[src/core/rsu_pkg.sv]
// Purpose: shared constants and types of the remote upgrade status logic
// Assumes: 32-bit AXI4-Lite register window, byte addresses
// Notes: master state codes appear in status bits 31:30
package rsu_pkg;
  // register byte offsets
  localparam logic [7:0] RSU_OFS_STATUS = 8'h00;
  localparam logic [7:0] RSU_OFS_CTRL = 8'h04;
  localparam logic [7:0] RSU_OFS_APP_LOC = 8'h08;
  localparam logic [7:0] RSU_OFS_WDOG = 8'h0C;
  localparam logic [7:0] RSU_OFS_WDOG_KICK = 8'h10;
  localparam logic [7:0] RSU_OFS_PREV1 = 8'h14;
  localparam logic [7:0] RSU_OFS_PREV2 = 8'h18;
  // control register fields
  localparam int RSU_CTRL_RECONF_BIT = 0;
  localparam int RSU_CTRL_VIEW_BIT = 1;
  // watchdog register fields
  localparam int RSU_WDOG_EN_BIT = 29;
  localparam int RSU_WDOG_TO_W = 29;
  // status word layout
  localparam int RSU_ST_MS_LSB = 30;
  localparam int RSU_LOC_W = 24;
  // factory start locations after power-up
  localparam logic [23:0] RSU_SERIAL_FACTORY_LOC = 24'h000000;
  localparam logic [23:0] RSU_PARALLEL_FACTORY_LOC = 24'h010000;
  // reset values
  localparam logic [23:0] RSU_APP_LOC_RST = 24'h000000;
  localparam logic [28:0] RSU_WDOG_TO_RST = 29'h1FFFFFFF;
  localparam logic [31:0] RSU_PREV_RST = 32'h00000000;
  // master state codes reported to software
  localparam logic [1:0] RSU_MS_FACTORY = 2'h0;
  localparam logic [1:0] RSU_MS_APP = 2'h1;
  // cycles to let the strap pass its synchroniser
  localparam logic [1:0] RSU_STRAP_WAIT = 2'h3;
  // AXI responses
  localparam logic [1:0] RSU_RESP_OKAY = 2'h0;
  localparam logic [1:0] RSU_RESP_SLVERR = 2'h2;

  // request to the configuration engine
  typedef struct packed {
    logic start;
    logic [23:0] location;
  } rsu_cfg_req_t;

  // watchdog settings held for the application
  typedef struct packed {
    logic enable;
    logic [28:0] timeout;
  } rsu_wdog_cfg_t;

  // reasons recorded when an application configuration ends
  typedef struct packed {
    logic wdog;
    logic ext_reset;
    logic error;
    logic request;
  } rsu_cause_t;
endpackage

[src/core/rsu_sync.sv]
// Purpose: two-flop synchroniser for pins entering the ref_clk domain
// Assumes: slow level inputs, no pulses shorter than two cycles
// Notes: the first flop is read only by the second
`timescale 1ns/1ps
module rsu_sync #(
  parameter int WIDTH = 1,
  parameter logic [WIDTH-1:0] RST_VAL = '0
) (
  input wire logic ref_clk,
  input wire logic resetn,
  input wire logic [WIDTH-1:0] pin_in,
  output logic [WIDTH-1:0] sync_out
);
  logic [WIDTH-1:0] meta;

  // metastability guard
  always_ff @(posedge ref_clk or negedge resetn) begin
    if (!resetn) begin
      meta <= RST_VAL;
      sync_out <= RST_VAL;
    end else begin
      meta <= pin_in;
      sync_out <= meta;
    end
  end
endmodule

[src/core/rsu_wdog.sv]
// Purpose: user watchdog counter of the application configuration
// Assumes: arm is a level held while the application is in user mode
// Notes: count reloads on arming and on each restart
`timescale 1ns/1ps
module rsu_wdog
  import rsu_pkg::*;
#(
  parameter int TO_W = RSU_WDOG_TO_W
) (
  input wire logic ref_clk,
  input wire logic resetn,
  input wire logic arm,
  input wire logic restart,
  input wire logic [TO_W-1:0] timeout,
  output logic expired
);
  logic [TO_W-1:0] count;
  logic armed_q;

  // remember arming to find its first cycle
  always_ff @(posedge ref_clk or negedge resetn) begin
    if (!resetn) begin
      armed_q <= 1'b0;
    end else begin
      armed_q <= arm;
    end
  end

  // reload on arm or restart, then count down to zero
  always_ff @(posedge ref_clk or negedge resetn) begin
    if (!resetn) begin
      count <= '0;
    end else if (!arm) begin
      count <= '0;
    end else if (!armed_q || restart) begin
      count <= timeout;
    end else if (count != '0) begin
      count <= count - 1'b1;
    end
  end

  // one pulse when the armed count runs out
  always_ff @(posedge ref_clk or negedge resetn) begin
    if (!resetn) begin
      expired <= 1'b0;
    end else begin
      expired <= arm && armed_q && !restart && (count == 'd1);
    end
  end
endmodule

[src/core/rsu_core.sv]
// Purpose: remote upgrade master state machine, watchdog and status
// Assumes: configuration engine runs on ref_clk; pins are asynchronous
// Notes: registers are reached over AXI4-Lite with 32-bit data
// Function
// - serial scheme factory image starts at zero
// - parallel scheme factory image starts at 010000
// - boundary-scan instruction replaces parallel factory location
// - any error falls back to factory image
// - application image may start at any sector
// - fabric request starts a new configuration cycle
// - fabric sets watchdog enable and time-out
// - external config reset starts reconfiguration
// - watchdog expiry starts reconfiguration
// - status bits 31:30 give master state
// - factory view: zero padding, then start location
// - application view 1: bit 29 watchdog armed
// - application view 1: 29-bit time-out value
// - application view 2: zero padding, start location
// - two previous application records kept for debug
// - watchdog off in factory and application loading
// - watchdog armed once application reaches user mode
// - power-up loads factory image first
`timescale 1ns/1ps
module rsu_core
  import rsu_pkg::*;
#(
  parameter int SECTOR_BITS = 16
) (
  input wire logic ref_clk,
  input wire logic resetn,
  input wire logic [7:0] s_axi_awaddr,
  input wire logic s_axi_awvalid,
  output logic s_axi_awready,
  input wire logic [31:0] s_axi_wdata,
  input wire logic [3:0] s_axi_wstrb,
  input wire logic s_axi_wvalid,
  output logic s_axi_wready,
  output logic [1:0] s_axi_bresp,
  output logic s_axi_bvalid,
  input wire logic s_axi_bready,
  input wire logic [7:0] s_axi_araddr,
  input wire logic s_axi_arvalid,
  output logic s_axi_arready,
  output logic [31:0] s_axi_rdata,
  output logic [1:0] s_axi_rresp,
  output logic s_axi_rvalid,
  input wire logic s_axi_rready,
  input wire logic external_config_reset_n,
  input wire logic parallel_flash_scheme,
  input wire logic factory_start_location_instruction,
  input wire logic [23:0] factory_location_value,
  output rsu_cfg_req_t cfg_req,
  input wire logic cfg_user_mode,
  input wire logic cfg_error,
  output logic wdog_armed
);
  typedef enum logic [2:0] {
    ST_POWER_UP, ST_EXT_RESET, ST_FACTORY_LOAD, ST_FACTORY_USER,
    ST_APP_LOAD, ST_APP_USER
  } rsu_state_t;

  rsu_state_t state;
  rsu_state_t next_state;
  logic ext_rst_n;
  logic scheme_par;
  logic [1:0] strap_cnt;
  logic fact_override;
  logic [23:0] fact_loc;
  logic [23:0] app_loc;
  logic [23:0] cur_loc;
  rsu_wdog_cfg_t wdog_cfg;
  logic view_sel;
  logic reconf_req;
  logic wdog_kick;
  logic wdog_expired;
  logic [31:0] prev1;
  logic [31:0] prev2;
  logic [31:0] status_word;
  logic [1:0] ms_code;
  logic app_ok;
  logic leave_app;
  rsu_cause_t cause;
  logic [7:0] aw_addr;
  logic aw_held;
  logic [31:0] w_data;
  logic [3:0] w_strb;
  logic w_held;
  logic wr_go;
  logic wr_hit;
  logic rd_hit;
  logic [31:0] rd_val;

  // byte-lane merge for writable registers
  function automatic logic [31:0] merge(input logic [31:0] old,
                                        input logic [31:0] nw,
                                        input logic [3:0] strb);
    logic [31:0] res;
    res = old;
    for (int i = 0; i < 4; i++) begin
      if (strb[i]) begin
        res[8*i +: 8] = nw[8*i +: 8];
      end
    end
    return res;
  endfunction

  // pins from outside the clock domain
  rsu_sync #(.WIDTH(1), .RST_VAL(1'b1)) u_sync_rst (
    .ref_clk(ref_clk),
    .resetn(resetn),
    .pin_in(external_config_reset_n),
    .sync_out(ext_rst_n)
  );

  rsu_sync #(.WIDTH(1), .RST_VAL(1'b0)) u_sync_scheme (
    .ref_clk(ref_clk),
    .resetn(resetn),
    .pin_in(parallel_flash_scheme),
    .sync_out(scheme_par)
  );

  // ---------------- AXI4-Lite write channel ----------------
  // address and data are taken in either order and held until both exist
  assign s_axi_awready = !aw_held && !s_axi_bvalid;
  assign s_axi_wready = !w_held && !s_axi_bvalid;
  assign wr_go = aw_held && w_held && !s_axi_bvalid;

  always_ff @(posedge ref_clk or negedge resetn) begin
    if (!resetn) begin
      aw_held <= 1'b0;
      aw_addr <= 8'h00;
    end else if (s_axi_awvalid && s_axi_awready) begin
      aw_held <= 1'b1;
      aw_addr <= s_axi_awaddr;
    end else if (wr_go) begin
      aw_held <= 1'b0;
    end
  end

  always_ff @(posedge ref_clk or negedge resetn) begin
    if (!resetn) begin
      w_held <= 1'b0;
      w_data <= 32'h00000000;
      w_strb <= 4'h0;
    end else if (s_axi_wvalid && s_axi_wready) begin
      w_held <= 1'b1;
      w_data <= s_axi_wdata;
      w_strb <= s_axi_wstrb;
    end else if (wr_go) begin
      w_held <= 1'b0;
    end
  end

  // writable and write-effect offsets decode as a hit
  always_comb begin
    unique case (aw_addr)
      RSU_OFS_CTRL, RSU_OFS_APP_LOC, RSU_OFS_WDOG,
      RSU_OFS_WDOG_KICK: wr_hit = 1'b1;
      default: wr_hit = 1'b0;
    endcase
  end

  // response one cycle after both halves are present
  always_ff @(posedge ref_clk or negedge resetn) begin
    if (!resetn) begin
      s_axi_bvalid <= 1'b0;
      s_axi_bresp <= RSU_RESP_OKAY;
    end else if (wr_go) begin
      s_axi_bvalid <= 1'b1;
      s_axi_bresp <= wr_hit ? RSU_RESP_OKAY : RSU_RESP_SLVERR;
    end else if (s_axi_bready) begin
      s_axi_bvalid <= 1'b0;
    end
  end

  // ---------------- register writes ----------------
  // the watchdog settings stay stored; arming decides whether they act
  always_ff @(posedge ref_clk or negedge resetn) begin
    if (!resetn) begin
      wdog_cfg <= '{enable: 1'b0, timeout: RSU_WDOG_TO_RST};
    end else if (wr_go && aw_addr == RSU_OFS_WDOG) begin
      {wdog_cfg.enable, wdog_cfg.timeout} <= 30'(
        merge({2'b00, wdog_cfg.enable, wdog_cfg.timeout},
              w_data, w_strb));
    end
  end

  always_ff @(posedge ref_clk or negedge resetn) begin
    if (!resetn) begin
      app_loc <= RSU_APP_LOC_RST;
    end else if (wr_go && aw_addr == RSU_OFS_APP_LOC) begin
      app_loc <= 24'(merge({8'h00, app_loc}, w_data, w_strb));
    end
  end

  // view select is a level; reconfiguration request is a write pulse
  always_ff @(posedge ref_clk or negedge resetn) begin
    if (!resetn) begin
      view_sel <= 1'b0;
      reconf_req <= 1'b0;
      wdog_kick <= 1'b0;
    end else begin
      reconf_req <= wr_go && aw_addr == RSU_OFS_CTRL && w_strb[0] &&
                    w_data[RSU_CTRL_RECONF_BIT];
      wdog_kick <= wr_go && aw_addr == RSU_OFS_WDOG_KICK;
      if (wr_go && aw_addr == RSU_OFS_CTRL && w_strb[0]) begin
        view_sel <= w_data[RSU_CTRL_VIEW_BIT];
      end
    end
  end

  // ---------------- factory start location ----------------
  // the strap is read only after it has passed its synchroniser
  always_ff @(posedge ref_clk or negedge resetn) begin
    if (!resetn) begin
      strap_cnt <= 2'h0;
    end else if (strap_cnt != RSU_STRAP_WAIT) begin
      strap_cnt <= strap_cnt + 2'h1;
    end
  end

  // boundary-scan override survives reconfiguration, not a full reset
  always_ff @(posedge ref_clk or negedge resetn) begin
    if (!resetn) begin
      fact_override <= 1'b0;
      fact_loc <= RSU_SERIAL_FACTORY_LOC;
    end else if (factory_start_location_instruction && scheme_par &&
                 strap_cnt == RSU_STRAP_WAIT) begin
      fact_override <= 1'b1;
      fact_loc <= factory_location_value;
    end else if (state == ST_POWER_UP && !fact_override) begin
      // tracked through power-up so the first start sees the settled strap
      fact_loc <= scheme_par ? RSU_PARALLEL_FACTORY_LOC
                             : RSU_SERIAL_FACTORY_LOC;
    end
  end

  // ---------------- master state machine ----------------
  // an application image may begin only on a sector boundary
  assign app_ok = app_loc[SECTOR_BITS-1:0] == '0;

  always_comb begin
    next_state = state;
    if (!ext_rst_n) begin
      next_state = ST_EXT_RESET;
    end else begin
      unique case (state)
        ST_POWER_UP: begin
          if (strap_cnt == RSU_STRAP_WAIT) begin
            next_state = ST_FACTORY_LOAD;
          end
        end
        ST_EXT_RESET: next_state = ST_FACTORY_LOAD;
        ST_FACTORY_LOAD: begin
          if (cfg_user_mode) begin
            next_state = ST_FACTORY_USER;
          end
        end
        ST_FACTORY_USER: begin
          if (reconf_req) begin
            next_state = app_ok ? ST_APP_LOAD : ST_FACTORY_LOAD;
          end
        end
        ST_APP_LOAD: begin
          if (cfg_error) begin
            next_state = ST_FACTORY_LOAD;
          end else if (cfg_user_mode) begin
            next_state = ST_APP_USER;
          end
        end
        ST_APP_USER: begin
          if (wdog_expired || cfg_error || reconf_req) begin
            next_state = ST_FACTORY_LOAD;
          end
        end
      endcase
    end
  end

  always_ff @(posedge ref_clk or negedge resetn) begin
    if (!resetn) begin
      state <= ST_POWER_UP;
    end else begin
      state <= next_state;
    end
  end

  // start pulse and location toward the configuration engine
  always_ff @(posedge ref_clk or negedge resetn) begin
    if (!resetn) begin
      cfg_req <= '{start: 1'b0, location: RSU_SERIAL_FACTORY_LOC};
      cur_loc <= RSU_SERIAL_FACTORY_LOC;
    end else begin
      cfg_req.start <= 1'b0;
      if (next_state == ST_FACTORY_LOAD && state != ST_FACTORY_LOAD) begin
        cfg_req.start <= 1'b1;
        cfg_req.location <= fact_loc;
        cur_loc <= fact_loc;
      end else if (next_state == ST_APP_LOAD && state != ST_APP_LOAD) begin
        cfg_req.start <= 1'b1;
        cfg_req.location <= app_loc;
        cur_loc <= app_loc;
      end else if (state == ST_FACTORY_LOAD && cfg_error) begin
        cfg_req.start <= 1'b1;
      end
    end
  end

  // ---------------- user watchdog ----------------
  // never armed while loading or in factory configuration
  assign wdog_armed = state == ST_APP_USER && wdog_cfg.enable;

  rsu_wdog #(.TO_W(RSU_WDOG_TO_W)) u_wdog (
    .ref_clk(ref_clk),
    .resetn(resetn),
    .arm(wdog_armed),
    .restart(wdog_kick),
    .timeout(wdog_cfg.timeout),
    .expired(wdog_expired)
  );

  // ---------------- status and history ----------------
  assign ms_code = (state == ST_APP_LOAD || state == ST_APP_USER) ?
                   RSU_MS_APP : RSU_MS_FACTORY;

  // layout depends on the master state and on the chosen view
  always_comb begin
    if (ms_code == RSU_MS_FACTORY) begin
      status_word = {ms_code, 6'h00, cur_loc};
    end else if (!view_sel) begin
      status_word = {ms_code, wdog_armed, wdog_cfg.timeout};
    end else begin
      status_word = {ms_code, 6'h00, cur_loc};
    end
  end

  // a record is pushed whenever an application configuration ends
  assign leave_app = (state == ST_APP_LOAD || state == ST_APP_USER) &&
                     next_state != ST_APP_USER && next_state != ST_APP_LOAD;
  assign cause = '{wdog: wdog_expired && state == ST_APP_USER,
                   ext_reset: !ext_rst_n, error: cfg_error,
                   request: reconf_req};

  always_ff @(posedge ref_clk or negedge resetn) begin
    if (!resetn) begin
      prev1 <= RSU_PREV_RST;
      prev2 <= RSU_PREV_RST;
    end else if (leave_app) begin
      prev2 <= prev1;
      prev1 <= {RSU_MS_APP, cause, 2'b00, cur_loc};
    end
  end

  // ---------------- AXI4-Lite read channel ----------------
  assign s_axi_arready = !s_axi_rvalid;

  always_comb begin
    rd_hit = 1'b1;
    unique case (s_axi_araddr)
      RSU_OFS_STATUS: rd_val = status_word;
      RSU_OFS_CTRL: rd_val = {30'h0, view_sel, 1'b0};
      RSU_OFS_APP_LOC: rd_val = {8'h00, app_loc};
      RSU_OFS_WDOG: rd_val = {2'b00, wdog_cfg.enable, wdog_cfg.timeout};
      RSU_OFS_WDOG_KICK: rd_val = 32'h00000000;
      RSU_OFS_PREV1: rd_val = prev1;
      RSU_OFS_PREV2: rd_val = prev2;
      default: begin
        rd_val = 32'h00000000;
        rd_hit = 1'b0;
      end
    endcase
  end

  // data captured when the address is taken, held until rready
  always_ff @(posedge ref_clk or negedge resetn) begin
    if (!resetn) begin
      s_axi_rvalid <= 1'b0;
      s_axi_rdata <= 32'h00000000;
      s_axi_rresp <= RSU_RESP_OKAY;
    end else if (s_axi_arvalid && s_axi_arready) begin
      s_axi_rvalid <= 1'b1;
      s_axi_rdata <= rd_val;
      s_axi_rresp <= rd_hit ? RSU_RESP_OKAY : RSU_RESP_SLVERR;
    end else if (s_axi_rready) begin
      s_axi_rvalid <= 1'b0;
    end
  end
endmodule

[config.mk]
export PLATFORM = sky130hd
export DESIGN_NAME = rsu_core
export DESIGN_NICKNAME = d
export VERILOG_FILES = /design/src/core/rsu_pkg.sv /design/src/core/rsu_sync.sv /design/src/core/rsu_wdog.sv /design/src/core/rsu_core.sv
export SDC_FILE = /design/constraint.sdc
export NUM_CORES = 1
export LEC_CHECK = 0
export ABC_AREA = 0
export BUFFER_PORTS_ARGS = -buffer_cell sky130_fd_sc_hd__buf_2
export CAP_MARGIN = 10
export CORE_MARGIN = 2
export CORE_UTILIZATION = 39
export DETAILED_ROUTE_END_ITERATION = 10
export PLACE_DENSITY = 0.7
export SYNTH_ARGS = -nofsm -noshare
export SYNTH_HDL_FRONTEND = slang
export SYNTH_SLANG_ARGS = --single-unit
[constraint.sdc]
create_clock -name ref_clk -period 2.4 [get_ports ref_clk]
set_clock_uncertainty 0.05 [all_clocks]
set_input_delay 0.6 -clock ref_clk [delete_from_list [all_inputs] [get_ports ref_clk]]
set_output_delay 0.6 -clock ref_clk [all_outputs]
set_load 0.02 [all_outputs]
==> results.json <==
{
  "pin_count": 155,
  "rr_startpoint": "aw_addr[0]$_DFFE_PN0P_",
  "grtUsageTotal_pct": 19.8,
  "p_per_cell_area_mw_per_mm2": 905,
  "place_ws_ns": -0.151,
  "share_seq_of_total_power_pct": 50.0,
  "worst-setup-path-type": "reg2out",
  "internal_power_mw": 9.79,
  "die_area_mm2": 0.0336,
  "layout.cells.most_common": "dfrtp_1",
  "worst_hold_path.num_cells": 1,
  "synth-seq-area-share_pct": 57.1,
  "gp_congestion": 0.848,
  "floorplan.initialDensity_pct": 39.7,
  "worstSetupStartpoint": "state[2]$_DFF_PN0_",
  "ys.flop_type": "dfrtp_1",
  "grt_overflow": 0,
  "slew_headroom_pct": 56.8,
  "r2r_cells": 6,
  "critical_path.reg2reg.endpoint": "app_loc[9]$_DFFE_PN0P_",
  "clock-sinks": 284,
  "synthCells": 1005,
  "first_global_vias": 9271,
  "rsz_0062_raised_after_global_routing": "false",
  "routed-via-count": 9140,
  "max_clk_rate_ghz": 0.425,
  "num-nets-final": 1284,
  "share_clk_of_total_power_pct": 32.7,
  "timing.final.hold_violations": 0,
  "cap_viol_max_count": 0,
  "peakVddDrop_v": 0.000638,
  "synthArstFlopShare_pct": 100,
  "grt_start_max_net_pins": 77,
  "initial_antenna_violation_count": 3,
  "r2r_setup_slk_ns": 0.09,
  "p_comb_share_pct": 17.3,
  "drive_gt1_share_pct": 40.1,
  "most-common-layout-cells": "250 x dfrtp_1, 155 x mux2_2, 147 x buf_2",
  "yosysWarnings": 0,
  "floorplan.core_area_mm2": 0.0316,
  "detail_route.wirelength_mm": 33.1,
  "finalWorstSetupSlack_ns": 0.0492,
  "antenna_violating_nets_remaining": 0,
  "vias_per_cell": 5.65,
  "holdCritPathClass": "in2reg",
  "post_synth.cell_area_avg_um2": 12.5,
  "route.detailed.wl_per_inst_um": 20.4,
  "cts_buffers": 29,
  "clk_pin_slew_ns": 0.06,
  "drtPass1Iterations": 5,
  "number_of_flip_flops_and_latches_in_the_synthesized_netlist": 284,
  "cts-htree-levels": 1,
  "fin_total_pwr_mw": 13.7,
  "port_buffers": 149,
  "dr_iter_0_viols": 751,
  "fin_util_pct": 48.0,
  "detail_route.drc_violations": 0,
  "ctsRootBufferMaster": "clkbuf_16",
  "worst_setup_path_end_kind": "output pin",
  "die_h_um": 183,
  "layout-area-overhead-vs-synth_pct": 20.9,
  "hold_path_startpoint": "external_config_reset_n",
  "die_w_um": 183,
  "worstMarginPinSlew_ns": 0.646,
  "sw_share_pct": 28.6,
  "critical_path_arrival_ns": 1.70,
  "final_max_slew_viol_count": 0,
  "final.hold.worst_slack_ns": 0.0950,
  "hpwlAfterDp_mm": 23.7,
  "static_leakage_nw": 6.90,
  "crit_path_start_kind": "flop",
  "synth-edff-count": 0,
  "worstPathMaxFanout": 6,
  "clock_insertion_delay_worst_skew_ns": 0.55,
  "outcome": "finished, final reports clean",
  "grt_pass1_wl_mm": 52.6,
  "post_synthesis_cell_area_mm2": 0.0125,
  "setup-violations-final": 0,
  "period_needed_ns": 2.35,
  "crit_share_post_route_pct": 98.0,
  "worst_hold_path.endpoint": "u_sync_rst.meta$_DFF_PN1_",
  "cts_tree": "yes",
  "netSwitchingPower_mw": 3.91,
  "cts_max_path_buffers": 3,
  "core_rows": 65,
  "cp.required_ns": 1.75,
  "post_synth_num_cell_types": 72
}
## cells by family (layout without fill, tap and decap cells)
logic type | after synthesis | count (layout) | synth area share [%]
DFF | 284 | 284 | 57.1
AOI/OAI and AO/OA | 229 | 229 | 13.0
and+or+nand+nor | 211 | 211 | 9.18
muxes | 178 | 178 | 15.8
buffers and inverters | 74 | 282 | 2.84
xor gates and xnor gates | 25 | 25 | 1.75
adders and majority gates | 3 | 3 | 0.300
other | 1 | 5 | 0.0299
## how the worst max path moves through the flow
stage	endpoint
after floorplan	cfg_req[10]$_DFFE_PN0P_
after CTS	app_loc[23]$_DFFE_PN0P_
after detailed placement	s_axi_rdata[20]$_DFFE_PN0P_
final	wdog_armed
after global placement	cfg_req[9]$_DFFE_PN0P_
after global routing	app_loc[8]$_DFFE_PN0P_
## power by group through the flow
stage,Combinational [mW],Sequential [mW],Clock (mW)
finish,2.37,6.86,4.48
CTS,2.38,6.83,4.57
floorplan,1.54,6.65,0
global placement,2.27,6.85,0
detailed placement,2.35,6.91,0
global route,2.60,7.00,4.78
## flip-flops by register name (all words and copies together), names as in the netlist, 2 cells and up
register and count:
app_loc 24, aw_addr 8, cfg_req 25, fact_loc 24
prev1 29, prev2 29, s_axi_rdata 31, state 3
strap_cnt 2, u_wdog.count 29, w_data 30, w_strb 4
wdog_cfg 30
## layout make-up
class                           instances  area [um2]
Clock buffer                           46         890
Tap cell                              402         503
Antenna cell                            2        5.00
Timing Repair Buffer                  220        1390
Sequential cell                       284        7150
Clock inverter                          7        66.3
Fill cell                            2832       16400
Multi-Input combinational cell        649        5100
Inverter                                9        33.8
## metrics by stage
stage / instance area, um2 / TNS (ns) / cells
after global routing: 15100 / 0 / 1618
after global placement: 14000 / -3.32 / 1554
after detailed placement: 14000 / -4.63 / 1554
final: 15100 / 0 / 1619
after CTS: 15100 / 0 / 1615
after floorplan: 12500 / 0 / 1007
## synth_stat cells, types with 6 or more instances
cell type	count	area [um2]
a22oi_1	43	323
nand2b_1	6	37.5
xnor2_1	19	166
or2_2	7	43.8
buf_2	17	85.1
a21oi_1	8	40.0
clkbuf_1	34	128
inv_1	9	33.8
mux2i_1	21	210
dfstp_2	31	815
nand2_2	7	43.8
nand2_1	46	173
a22o_1	40	350
dfrtp_1	253	6330
and3_1	6	37.5
o21ai_0	65	325
nor4_1	17	106
xor2_1	6	52.6
nor3_1	21	105
mux2_2	155	1750
a31oi_1	10	62.6
nand4_1	10	62.6
nor2_1	47	176
a222oi_1	8	80.1
a211oi_1	23	173
## critical path, cell delays in order, from the launching register on
cell and delay, ns:
dfrtp_2 0.39, buf_4 0.14, nand4b_1 0.18, buf_4 0.22
inv_1 0.07, buf_4 0.15
## what timing repair did
item	4_1_cts	5_1_grt
setup endpoints to repair	1	64
resized for setup	3	12
hold buffers	1	0
endpoints found under the hold margin	29	0
setup buffers	7	2
pin swaps	0	3
## metal layers
layer	GRT usage, %	up-vias	wire length, um
met5	0	-	14
met2	32.0	294	15700
met4	5.92	2	965
met3	3.47	67	1970
li1	-	4114	-
met1	27.5	4663	14500
Power figures use the tool's default switching activity.
